## config.mk

```make
export PLATFORM = sky130hd
export DESIGN_NAME = uiep_core
export DESIGN_NICKNAME = d
export VERILOG_FILES = /design/src/uiep_core.v
export VERILOG_INCLUDE_DIRS = /design/src
export SDC_FILE = /design/constraint.sdc
export NUM_CORES = 1
export LEC_CHECK = 0
export BUFFER_PORTS_ARGS = -buffer_cell sky130_fd_sc_hd__buf_2
export CAP_MARGIN = 0
export CORE_UTILIZATION = 46
export DETAILED_ROUTE_END_ITERATION = 8
export GPL_ROUTABILITY_DRIVEN = 0
export PLACE_DENSITY = 0.72
export SKIP_CTS_REPAIR_TIMING = 1
export SYNTH_ARGS = -nofsm -noshare
export SYNTH_HDL_FRONTEND = slang
export SYNTH_SLANG_ARGS = --single-unit
```

## constraint.sdc

```tcl
create_clock -name sys_clk_i -period 5.56 [get_ports sys_clk_i]
set_input_delay 0.556 -clock sys_clk_i [delete_from_list [all_inputs] [get_ports sys_clk_i]]
set_output_delay 0.556 -clock sys_clk_i [all_outputs]
set_load 0.01 [all_outputs]
```

## src/uiep_map.vh

```
`ifndef UIEP_MAP_VH
`define UIEP_MAP_VH
// =====================================
// register offsets, normal bank
`define UIEP_A_DATA 3'h0
`define UIEP_A_MASK 3'h1
`define UIEP_A_ISR 3'h2
`define UIEP_A_LCR 3'h3
`define UIEP_A_LSR 3'h5
`define UIEP_A_MSR 3'h6
`define UIEP_A_SPR 3'h7
// =====================================
// register offsets, enhanced bank
`define UIEP_A_TRG 3'h0
`define UIEP_A_FEATURE_CONTROL 3'h1
`define UIEP_A_EFR 3'h2
`define UIEP_A_RESUME_CHAR_ONE 3'h4
`define UIEP_A_RESUME_CHAR_TWO 3'h5
`define UIEP_A_PAUSE_CHAR_ONE 3'h6
`define UIEP_A_PAUSE_CHAR_TWO 3'h7
`define UIEP_LCR_ENH 8'hBF
// =====================================
// field positions
`define UIEP_LCR_DIV 7
`define UIEP_EFR_ENH 4
`define UIEP_FEATURE_CONTROL_EXTENDED_MODE_REG 6
`define UIEP_EXTENDED_MODE_REG_IMD 6
`define UIEP_FCR_EN 0
// =====================================
// interrupt source codes
`define UIEP_ISR_LSR 6'h06
`define UIEP_ISR_RXD 6'h04
`define UIEP_ISR_TX 6'h02
`define UIEP_ISR_MSR 6'h00
`define UIEP_ISR_XOFF 6'h10
`define UIEP_ISR_FLOW 6'h20
`define UIEP_ISR_NONE 6'h01
// =====================================
// reset values
`define UIEP_RST_BYTE 8'h00
`define UIEP_RST_LCR 8'h03
// arbitrary identification value
`define UIEP_DEV_ID 8'h5A
`endif

```

## src/uiep_core.v

```verilog
// How it works
// RULE_01: mask gates four sources, reported in status
// RULE_02: rx interrupt at trigger, drops below it
// RULE_03: status bits 2,3 follow rx trigger; the rx trigger source code 04 sets only bit 2
// RULE_04: data ready set on push, clear empty
// RULE_05: fifo on, mask 0-3 clear: polled
// RULE_06: line bit 1 flags overrun
// RULE_07: line bits 2-4 show head byte errors
// RULE_08: bit 5 holding empty, bit 6 all empty
// RULE_09: bit 7 any errored byte in fifo
// RULE_10: mask 0 enables receive data interrupt
// RULE_11: mask 1 enables transmit ready interrupt
// RULE_12: enabling with holding empty interrupts immediately
// RULE_13: mask 2: line bits 1-4 interrupt
// RULE_14: overrun immediate, errors at read-out
// RULE_15: extended mode bit 6: errors immediate
// RULE_16: mask 3 enables modem interrupt, reset off
// RULE_17: mask 4 sleep, needs enhanced enable
// RULE_18: mask 5 pause interrupt, needs enhanced
// RULE_19: mask 6 rts rising interrupt
// RULE_20: mask 7 cts rising interrupt
// RULE_21: interrupt output follows any enabled pending
`include "uiep_map.vh"
module uiep_core (
  input wire sys_clk_i,
  input wire rst_i,
  input wire [2:0] addr_i,
  input wire [7:0] wdata_i,
  input wire rd_i,
  input wire wr_i,
  output reg [7:0] rdata_o,
  input wire [6:0] rx_level_i,
  input wire rx_push_i,
  input wire [2:0] rx_push_err_i,
  input wire [2:0] rx_head_err_i,
  input wire rx_fifo_err_i,
  input wire rx_overrun_i,
  input wire thr_empty_i,
  input wire tx_empty_i,
  input wire [6:0] tx_level_i,
  input wire msr_delta_i,
  input wire xoff_det_i,
  input wire xon_det_i,
  input wire rts_n_i,
  input wire cts_n_i,
  output reg irq_o,
  output wire fifo_en_o,
  output wire sleep_en_o,
  output wire rhr_rd_o,
  output wire thr_wr_o,
  output wire msr_rd_o
);

  // =====================================
  // trigger table lookup
  // table A fixed steps; other tables use the
  // programmed trigger byte (low 7 bits)
  function [6:0] trig_lvl;
    input [1:0] tbl;
    input [1:0] sel;
    input [7:0] prog;
    begin
      if (tbl != 2'h0) begin
        trig_lvl = prog[6:0];
      end else begin
        case (sel)
          2'h0: trig_lvl = 7'h01;
          2'h1: trig_lvl = 7'h04;
          2'h2: trig_lvl = 7'h08;
          default: trig_lvl = 7'h0E;
        endcase
      end
    end
  endfunction

  // =====================================
  // programmable registers
  reg [7:0] mask_reg; // interrupt_mask_reg
  reg [7:0] lcr_reg; // line_control_reg
  reg [7:0] fcr_reg; // fifo_control_reg
  reg [7:0] efr_reg; // enhanced_feature_reg
  reg [7:0] feature_control_reg; // feature_control
  reg [7:0] extended_mode_reg_reg; // extended_mode_reg
  reg [7:0] trg_reg; // trigger byte
  reg [7:0] spr_reg; // scratch
  reg [7:0] resume_char_one_reg;
  reg [7:0] resume_char_two_reg;
  reg [7:0] pause_char_one_reg;
  reg [7:0] pause_char_two_reg;

  // =====================================
  // sticky interrupt state
  reg ovr_reg; // overrun flag
  reg lsr_int_reg; // line status pending
  reg tx_int_reg; // transmit ready pending
  reg xoff_int_reg; // pause char pending
  reg flow_int_reg; // rts/cts rising pending
  reg tx_low_reg; // last transmit-ready level
  reg head_err_reg; // last head-error level
  reg rts_n_reg; // previous rts level
  reg cts_n_reg; // previous cts level

  // =====================================
  // decode helpers
  wire enh_bank = (lcr_reg == `UIEP_LCR_ENH);
  wire div_bank = lcr_reg[`UIEP_LCR_DIV];
  wire enh_en = efr_reg[`UIEP_EFR_ENH];
  wire fifo_en = fcr_reg[`UIEP_FCR_EN];
  wire nrm = !enh_bank && !div_bank;
  wire wr_mask = wr_i && nrm && addr_i == `UIEP_A_MASK;
  wire wr_fcr = wr_i && nrm && addr_i == `UIEP_A_ISR;
  wire rd_isr = rd_i && nrm && addr_i == `UIEP_A_ISR;
  wire rd_lsr = rd_i && !enh_bank && addr_i == `UIEP_A_LSR;
  wire wr_extended_mode_reg = wr_i && !enh_bank && addr_i == `UIEP_A_SPR
    && feature_control_reg[`UIEP_FEATURE_CONTROL_EXTENDED_MODE_REG];

  // side-effect strobes for the fifo and modem logic
  assign rhr_rd_o = rd_i && nrm && addr_i == `UIEP_A_DATA;
  assign thr_wr_o = wr_i && nrm && addr_i == `UIEP_A_DATA;
  assign msr_rd_o = rd_i && !enh_bank && addr_i == `UIEP_A_MSR;
  assign fifo_en_o = fifo_en;
  assign sleep_en_o = mask_reg[4]; // RULE_17

  // =====================================
  // receive and transmit conditions
  wire [6:0] rx_trig = trig_lvl(feature_control_reg[5:4], fcr_reg[7:6], trg_reg);
  wire [6:0] tx_trig = trig_lvl(feature_control_reg[5:4], fcr_reg[5:4], trg_reg);
  wire rx_rdy = (rx_level_i != 7'h00); // RULE_04
  // fifo mode waits for the trigger, otherwise one byte
  wire rx_hit = fifo_en ? (rx_level_i >= rx_trig) : rx_rdy; // RULE_02 RULE_10
  // transmit ready: below trigger in fifo mode, else holding empty
  wire tx_low = fifo_en ? (tx_level_i < tx_trig) : thr_empty_i; // RULE_11
  // only a byte actually at the head can report errors
  wire [2:0] head_err = rx_rdy ? rx_head_err_i : 3'h0; // RULE_07
  wire head_bad = |head_err;
  wire imd = extended_mode_reg_reg[`UIEP_EXTENDED_MODE_REG_IMD];

  // =====================================
  // line status word
  wire [7:0] lsr_val = {
    fifo_en & rx_fifo_err_i, // RULE_09
    tx_empty_i, // RULE_08
    thr_empty_i, // RULE_08
    head_err[2],
    head_err[1],
    head_err[0],
    ovr_reg, // RULE_06
    rx_rdy};

  // =====================================
  // gated sources; all mask bits clear leaves
  // these low so software polls the line status
  wire src_lsr = mask_reg[2] & lsr_int_reg; // RULE_13 RULE_05
  wire src_rxd = mask_reg[0] & rx_hit; // RULE_01 RULE_02
  wire src_tx = mask_reg[1] & tx_int_reg; // RULE_01
  wire src_msr = mask_reg[3] & msr_delta_i; // RULE_16
  wire src_xoff = mask_reg[5] & xoff_int_reg; // RULE_18
  wire src_flow = (mask_reg[6] | mask_reg[7]) & flow_int_reg;
  wire any_src = src_lsr | src_rxd | src_tx | src_msr | src_xoff | src_flow;

  // =====================================
  // priority encoder for the source register
  reg [5:0] isr_code;
  always @* begin
    if (src_lsr) begin
      isr_code = `UIEP_ISR_LSR;
    end else if (src_rxd) begin
      isr_code = `UIEP_ISR_RXD; // RULE_03
    end else if (src_tx) begin
      isr_code = `UIEP_ISR_TX;
    end else if (src_msr) begin
      isr_code = `UIEP_ISR_MSR;
    end else if (src_xoff) begin
      isr_code = `UIEP_ISR_XOFF;
    end else if (src_flow) begin
      isr_code = `UIEP_ISR_FLOW;
    end else begin
      isr_code = `UIEP_ISR_NONE;
    end
  end

  // reading the source register acknowledges tx ready
  // only when that was the reported source
  wire isr_tx_ack = rd_isr && isr_code == `UIEP_ISR_TX;
  wire isr_xoff_ack = rd_isr && isr_code == `UIEP_ISR_XOFF;

  // =====================================
  // event detectors
  wire rts_rise = rts_n_reg == 1'b0 && rts_n_i; // RULE_19
  wire cts_rise = cts_n_reg == 1'b0 && cts_n_i; // RULE_20
  wire flow_set = (mask_reg[6] & enh_en & rts_rise) | (mask_reg[7] & enh_en & cts_rise);
  // delayed mode: errored byte reaches the read position
  wire err_dly = !imd && head_bad && !head_err_reg; // RULE_14
  wire err_imd = imd && rx_push_i && (|rx_push_err_i); // RULE_15
  wire lsr_set = rx_overrun_i | err_dly | err_imd; // RULE_14
  // tx ready rising, or mask bit 1 turned on while already empty
  wire tx_set = (tx_low && !tx_low_reg) || (wr_mask && wdata_i[1] && !mask_reg[1] && tx_low); // RULE_12

  // =====================================
  // register writes
  always @(posedge sys_clk_i) begin
    if (rst_i) begin
      mask_reg <= `UIEP_RST_BYTE; // RULE_16
      lcr_reg <= `UIEP_RST_LCR;
      fcr_reg <= `UIEP_RST_BYTE;
      efr_reg <= `UIEP_RST_BYTE;
      feature_control_reg <= `UIEP_RST_BYTE;
      extended_mode_reg_reg <= `UIEP_RST_BYTE;
      trg_reg <= `UIEP_RST_BYTE;
      spr_reg <= `UIEP_RST_BYTE;
      resume_char_one_reg <= `UIEP_RST_BYTE;
      resume_char_two_reg <= `UIEP_RST_BYTE;
      pause_char_one_reg <= `UIEP_RST_BYTE;
      pause_char_two_reg <= `UIEP_RST_BYTE;
    end else begin
      // line control reachable from every bank
      if (wr_i && addr_i == `UIEP_A_LCR) begin
        lcr_reg <= wdata_i;
      end
      // upper mask bits are frozen unless enhanced
      if (wr_mask) begin
        mask_reg[3:0] <= wdata_i[3:0]; // RULE_01
        if (enh_en) begin
          mask_reg[7:4] <= wdata_i[7:4]; // RULE_17 RULE_18 RULE_19 RULE_20
        end
      end
      // other fifo bits only stick with bit 0 set
      if (wr_fcr) begin
        fcr_reg[0] <= wdata_i[0];
        if (wdata_i[0]) begin
          fcr_reg[7:6] <= wdata_i[7:6];
          fcr_reg[3] <= wdata_i[3];
          if (enh_en) begin
            fcr_reg[5:4] <= wdata_i[5:4];
          end
        end
      end
      if (wr_extended_mode_reg) begin
        extended_mode_reg_reg <= wdata_i; // RULE_15
      end
      if (wr_i && !enh_bank && addr_i == `UIEP_A_SPR && !feature_control_reg[`UIEP_FEATURE_CONTROL_EXTENDED_MODE_REG]) begin
        spr_reg <= wdata_i;
      end
      // enhanced bank
      if (wr_i && enh_bank) begin
        case (addr_i)
          `UIEP_A_TRG: trg_reg <= wdata_i;
          `UIEP_A_FEATURE_CONTROL: feature_control_reg <= wdata_i;
          `UIEP_A_EFR: efr_reg <= wdata_i;
          `UIEP_A_RESUME_CHAR_ONE: resume_char_one_reg <= wdata_i;
          `UIEP_A_RESUME_CHAR_TWO: resume_char_two_reg <= wdata_i;
          `UIEP_A_PAUSE_CHAR_ONE: pause_char_one_reg <= wdata_i;
          `UIEP_A_PAUSE_CHAR_TWO: pause_char_two_reg <= wdata_i;
          default: ;
        endcase
      end
    end
  end

  // =====================================
  // sticky flags; a set in the clearing
  // cycle wins so no event is lost
  always @(posedge sys_clk_i) begin
    if (rst_i) begin
      ovr_reg <= 1'b0;
      lsr_int_reg <= 1'b0;
      tx_int_reg <= 1'b0;
      xoff_int_reg <= 1'b0;
      flow_int_reg <= 1'b0;
      tx_low_reg <= 1'b0;
      head_err_reg <= 1'b0;
      rts_n_reg <= 1'b1;
      cts_n_reg <= 1'b1;
    end else begin
      tx_low_reg <= tx_low;
      head_err_reg <= head_bad;
      rts_n_reg <= rts_n_i;
      cts_n_reg <= cts_n_i;
      // overrun cleared by a line status read
      if (rx_overrun_i) begin
        ovr_reg <= 1'b1; // RULE_06
      end else if (rd_lsr) begin
        ovr_reg <= 1'b0;
      end
      if (lsr_set) begin
        lsr_int_reg <= 1'b1; // RULE_13
      end else if (rd_lsr) begin
        lsr_int_reg <= 1'b0;
      end
      // tx ready cleared by source read or holding write
      if (tx_set) begin
        tx_int_reg <= 1'b1; // RULE_11
      end else if (isr_tx_ack || thr_wr_o) begin
        tx_int_reg <= 1'b0;
      end
      // pause char cleared by source read or resume char
      if (xoff_det_i && mask_reg[5] && enh_en) begin
        xoff_int_reg <= 1'b1; // RULE_18
      end else if (isr_xoff_ack || xon_det_i) begin
        xoff_int_reg <= 1'b0;
      end
      // flow edges cleared by modem status read
      if (flow_set) begin
        flow_int_reg <= 1'b1; // RULE_19 RULE_20
      end else if (msr_rd_o) begin
        flow_int_reg <= 1'b0;
      end
    end
  end

  // =====================================
  // interrupt output, one cycle behind the sources
  always @(posedge sys_clk_i) begin
    if (rst_i) begin
      irq_o <= 1'b0;
    end else begin
      irq_o <= any_src; // RULE_21
    end
  end

  // =====================================
  // read mux; answer lands one cycle after rd_i
  // holding and modem bytes live outside, read as zero here
  reg [7:0] rd_val;
  always @* begin
    rd_val = 8'h00;
    if (enh_bank) begin
      case (addr_i)
        `UIEP_A_TRG: rd_val = {1'b0, rx_level_i};
        `UIEP_A_FEATURE_CONTROL: rd_val = feature_control_reg;
        `UIEP_A_EFR: rd_val = efr_reg;
        `UIEP_A_LCR: rd_val = lcr_reg;
        `UIEP_A_RESUME_CHAR_ONE: rd_val = resume_char_one_reg;
        `UIEP_A_RESUME_CHAR_TWO: rd_val = resume_char_two_reg;
        `UIEP_A_PAUSE_CHAR_ONE: rd_val = pause_char_one_reg;
        `UIEP_A_PAUSE_CHAR_TWO: rd_val = pause_char_two_reg;
        default: rd_val = 8'h00;
      endcase
    end else begin
      case (addr_i)
        `UIEP_A_MASK: rd_val = div_bank ? `UIEP_DEV_ID : mask_reg;
        `UIEP_A_ISR: rd_val = {fifo_en, fifo_en, isr_code}; // RULE_03
        `UIEP_A_LCR: rd_val = lcr_reg;
        `UIEP_A_LSR: rd_val = lsr_val; // RULE_05
        `UIEP_A_SPR: rd_val = spr_reg;
        default: rd_val = 8'h00;
      endcase
    end
  end

  always @(posedge sys_clk_i) begin
    if (rst_i) begin
      rdata_o <= 8'h00;
    end else if (rd_i) begin
      rdata_o <= rd_val;
    end
  end

endmodule // uiep_core

```

* Word level (Yosys, flattened, before mapping)
Index checks and enable logic that the tools add are counted.
** Operators by class
- $lt $le $gt $ge :: 2
- Eq/ne operators :: 14
- Muxes and demuxes :: 26
- Bitwise gates (word level) :: 22
- Reductions and logical operators :: 63
** Operator list (count)
- 8-bit one-hot mux with 8 select lines :: 1
- 8-bit one-hot mux with 5 select lines :: 1
- 6-bit two-way mux :: 6
- 1-bit logical AND :: 31
- 4-bit one-hot mux with 3 select lines :: 2
- 2-bit AND reduction :: 9
- 8-bit two-way mux :: 2
- 7-bit two-way mux :: 2
- 3-bit equality test, second input constant :: 4
- 2-bit nonzero test :: 6
- 1-bit bitwise AND :: 11
- 1-bit two-way mux :: 11
- 1-bit OR :: 9
- 8-bit equality test, second input constant :: 1
- 7-bit greater-or-equal comparator :: 1
- 1-bit zero test :: 7
- 7-bit less-than comparator :: 1
- 7-bit nonzero test :: 1
- 3-bit by 2-bit equality test with 1-bit output, second input constant :: 2
- 6-bit by 2-bit equality test with 1-bit output, second input constant :: 1
- 6-bit by 5-bit equality test with 1-bit output, second input constant :: 1
- 3-bit OR reduction :: 2
- 2-bit by 1-bit equality test with 1-bit output, second input constant :: 2
- 2-bit equality test, second input constant :: 2
- other kinds (7) :: 11
** Word-level totals
- Register bits after elaboration :: 110
- Bits of input ports :: 45
- Logic and storage cells :: 153

* Longest topological paths before layout
- Depth in word-level cells :: 13
- Mapped depth :: 11
- Mapped depth without buffers :: 10

* Worst setup path before layout
No wires, ideal clock.
- Path type :: register to register
- Start point :: reg feature_control_reg[4]
- End point :: reg tx_int_reg
- Data arrival time :: 2.404 ns
- Required time :: 5.443 ns
- Slack :: 3.040 ns
- Stages on the path, launching flop included :: 12
- Path buffers :: 1
- Clock period less this slack :: 2.520 ns
- Path through :: dfxtp_1 -> or2_2 -> clkbuf_1 -> and2_1 -> a21oi_1 -> ha_1 -> a21o_1 -> a31oi_1 -> o21ai_0 -> a22o_1 -> or3_1 -> a22o_1
** Between the ends
- Longest elaborated chain between the ends :: 11
- Elaborated cells between the ends (all ways) :: 18
** RTL lines
- start, declared :: RTL line uiep_core.v:82 : reg [7:0] feature_control_reg;
- start signal, assigned :: RTL line uiep_core.v:207 : feature_control_reg <= `UIEP_RST_BYTE;
- start signal, assigned :: RTL line uiep_core.v:248 : `UIEP_A_FEATURE_CONTROL: feature_control_reg <= wdata_i;
- 2-bit nonzero test * :: RTL line uiep_core.v:63 : if (tbl != 2'h0) begin
- 7-bit two-way mux :: RTL line uiep_core.v:63
- 7-bit greater-or-equal comparator :: RTL line uiep_core.v:130 : wire rx_hit = fifo_en ? (rx_level_i >= rx_trig) : rx_rdy;
- 1-bit two-way mux :: RTL line uiep_core.v:130
- 1-bit bitwise AND :: RTL line uiep_core.v:154 : wire src_rxd = mask_reg[0] & rx_hit;
- 6-bit two-way mux :: RTL line uiep_core.v:167 : end else if (src_rxd) begin
- 6-bit two-way mux :: RTL line uiep_core.v:165 : if (src_lsr) begin
- 6-bit by 2-bit equality test with 1-bit output (no line)
- 1-bit logical AND (no line)
- 1-bit logical OR :: RTL line uiep_core.v:293 : end else if (isr_tx_ack || thr_wr_o) begin
- 2-bit nonzero test (no line)
- end signal, assigned :: RTL line uiep_core.v:267 : tx_int_reg <= 1'b0;
- end signal, assigned :: RTL line uiep_core.v:292 : tx_int_reg <= 1'b1;
- end signal, assigned :: RTL line uiep_core.v:294 : tx_int_reg <= 1'b0;
- end, declared :: RTL line uiep_core.v:95 : reg tx_int_reg;
Every way passes the cells marked *; elsewhere a longest branch is shown, timed or not.
A chain may end at the register's enable or synchronous reset.

* Final worst setup path
- Start point :: reg lcr_reg[7]
- End point :: reg trg_reg[5]
** Between the ends
- Longest elaborated chain between the ends :: 3
** RTL lines
- start, declared :: RTL line uiep_core.v:79 : reg [7:0] lcr_reg;
- start signal, assigned :: RTL line uiep_core.v:204 : lcr_reg <= `UIEP_RST_LCR;
- start signal, assigned :: RTL line uiep_core.v:218 : lcr_reg <= wdata_i;
- 8-bit equality test (no line)
- 1-bit logical AND :: RTL line uiep_core.v:245 : if (wr_i && enh_bank) begin
- 2-bit AND reduction (no line)
- end signal, assigned :: RTL line uiep_core.v:209 : trg_reg <= `UIEP_RST_BYTE;
- end signal, assigned :: RTL line uiep_core.v:247 : `UIEP_A_TRG: trg_reg <= wdata_i;
- end, declared :: RTL line uiep_core.v:84 : reg [7:0] trg_reg;
Every way passes these cells.

==> impl_metrics.yaml <==
critical_path:
  worstPathMaxFanout: 29
  critical_path_required_ns: 5.76
  worstPathCellList: "nand4b_1 -> nor2_2 -> and2_1 -> nand2b_1 -> mux2i_1 -> nor2_1"
  crit_path_end_kind: "register"
  critical_path_arrival_ns: 3.36
  master_of_the_slowest_instance_on_the_critical_path: "and2_1"
  timing.critical_path.max_delay_family: "simple AND/OR/NAND/NOR gates"
  timing_worst_setup_path_type: "reg -> reg"
  worst-path-buf-inv: 0
  critPathMaxStageDelay_ns: 0.90
  cp-start-kind: "register"
cells_and_area:
  final-seq-area_sq_um: 2060
  final_net_count: 714
  finish.utilization: 0.532
  design_area_sq_um: 5840
  antenna_cells: 0
  post_route_cells_drive_above_1_share: 0.151
  multi_input_area_sq_um: 2950
  number_of_fill_cells: 994
  area.growth.synth_to_final_pct: 10.9
job:
  maxCapViolations: 0
timing:
  fmax_mhz: 317
  finalSetupViolations: 0
  timing.slew.headroom: 0.266
  timing.final.max_slew_violations: 0
  holdWs_ns: 0.403
  timing.clock.skew_ns: 0.00786
  worst-slew-pin-transition_ns: 1.10
  finalHoldViolCount: 0
  rsz0062_at_grt: "false"
  fin_tns_setup_ns: 0
  final_min_period_over_clock_period: 0.568
  final_period_minus_worst_setup_slack_ns: 3.16
die:
  die_span_y_um: 109
  start_util: 0.480
  floorplan_die_width_um: 109
  design.die.area_sq_um: 11900
  floorplan.io_pins: 59
  rows: 38
  core_region_area_sq_um: 11000
clock_tree:
  clk_pin_slew_worst_paths_ns: 0.07
  cts_made_buffers: 9
  cts_tree: "yes"
  max_buffers_root_to_sink: 2
  sink_count: 103
  clock_root_cell: "clkbuf_16"
  clock_insertion_delay_at_the_later_pin_of_the_skew_report_ns: 0.35
  count_of_h_tree_levels_built_during_cts: 3
global_route:
  maximum_number_of_pins_on_one_net_before_global_route_repair: 106
  grt_pass1_vias: 4533
  overflow: 0
  global_route.usage.total: 0.271
  grt_first_pass_wirelength_um: 24100
  antenna_violations_before_repair: 0
yosys:
  cells_after_synth: 635
  synth.avg_cell_area_sq_um: 8.30
  synthesis.area_sq_um: 5270
  synthArstFlopShare: 0
  postSynth.topFlopCell: "dfxtp_1"
  synthesis.yosys.warnings: 0
  post_synth_num_cell_types: 63
  seq_area_frac_synth: 0.391
  synth_nets: 693
  synth_enable_flop_cells: 0
  ys_ff_latch: 103
drt:
  routed_wl_um: 15600
  dr.first_iter.drc_count: 482
  final_antenna_net_count: 0
  routed_wire_length_per_instance_um: 19.5
  route.vias.total: 4969
  route.detailed.drc: 0
  drt_first_pass_iters: 5
  viasPerCell: 6.20
outcome:
  outcome: "complete, no violations"
place:
  port_buf_inserts: 58
  dpl.hpwl_um: 10800
  place_area_sq_um: 5520
hold_path:
  timing.hold.worst.class: "in -> reg"
power:
  power.density_nw_per_um2: 271
  post-layout-total-power_mw: 1.58
  power.ir.vdd_worst_v: 0.000156
  cellLeakagePower_nw: 2.17
## stage by stage
stage	setup WS, ns	std cells
3_5_place_dp	2.55	785
2_1_floorplan	3.04	635
4_1_cts	2.53	801
6_report	2.40	801
3_3_place_gp	2.68	785
5_1_grt	2.14	801
## metal layers
metal  global-route usage  part of all wire  up-vias
met1                0.356              0.43     2352
li1                     -                 -     2320
met5                    0                 0        -
met2                0.421              0.44      253
met3               0.0604             0.087       44
met4                0.126             0.036        0
## area by class of cell
type / instances / area share
inverters: 5 / 0.00321
clock inverters: 7 / 0.0167
multi-input cells: 476 / 0.505
well taps: 140 / 0.0300
clock buffers: 9 / 0.0385
flip-flops and latches: 103 / 0.353
repair buffers: 61 / 0.0535
## cells in the final DEF (no fill, tap or decap), types with 3 or more instances in the layout
cell and n:
nor3b_1 4, buf_4 3, a21boi_0 3, ha_1 13, and3b_1 3, mux4_2 4
clkbuf_16 9, a31oi_1 12, dfxtp_1 103, a221oi_1 6, nor3_1 3, nor2_1 69
nand3_1 36, a21o_1 3, a22oi_1 6, nand2b_1 7, and3_1 5, mux2i_1 46
a22o_1 5, nand2_1 80, buf_2 58, o21ai_0 28, nor2b_1 10, o31ai_1 3
a21oi_1 63, or2_2 4, inv_1 5, a211oi_1 6, or3_1 3, mux2_2 5
o221ai_1 3, and2_1 6, a32oi_1 4
## cells by family after synthesis
kind of cell,after synthesis,synth area share
AOI/OAI and AO/OA,164,0.196
adders and majority gates,13,0.0309
buffers and inverters,56,0.0487
DFF,103,0.391
muxes,55,0.115
and+or+nand+nor,244,0.218
## worst reg2reg max path, stage by stage (launching register included)
cell and delay (ns):
dfxtp_1 0.55, nand4b_1 0.23, nor2_2 0.52, and2_1 0.90, nand2b_1 0.48, mux2i_1 0.27
nor2_1 0.05
## Yosys cell counts, types with 5 or more instances
library cell | n | share of area
dfxtp_1 | 103 | 0.39
nand2_1 | 80 | 0.057
nor2_1 | 69 | 0.049
a21oi_1 | 63 | 0.060
mux2i_1 | 46 | 0.087
nand3_1 | 36 | 0.034
clkbuf_1 | 30 | 0.021
o21ai_0 | 28 | 0.027
buf_2 | 13 | 0.012
ha_1 | 13 | 0.031
a31oi_1 | 12 | 0.014
nor2b_1 | 10 | 0.012
nand2b_1 | 7 | 0.0083
a211oi_1 | 6 | 0.0085
a221oi_1 | 6 | 0.010
a22oi_1 | 6 | 0.0085
and2_1 | 6 | 0.0071
a22o_1 | 5 | 0.0083
and3_1 | 5 | 0.0059
inv_1 | 5 | 0.0036
mux2_2 | 5 | 0.011
## path summary, 6_finish.rpt
| check | startpoint | depth (start not counted) | end | slack (ns) |
|---|---|---|---|---|
| setup / recovery | lcr_reg[7] | 6 | trg_reg[5] | 2.40 |
| hold / removal | cts_n_i | 2 | cts_n_reg | 0.40 |
| hold reg to reg | pause_char_two_reg[2] | 2 | pause_char_two_reg[2] | 0.46 |
| setup reg to reg | lcr_reg[7] | 6 | trg_reg[5] | 2.40 |
## report_power, final
part	internal (mW)	leakage (nW)	total, mW	switching, mW
sequential	0.748	0.834	0.756	0.00848
clock	0.395	0.152	0.681	0.286
combinational	0.0501	1.19	0.145	0.0946
total	1.19	2.17	1.58	0.389
Note: power is estimated with default switching activity, not from simulation.
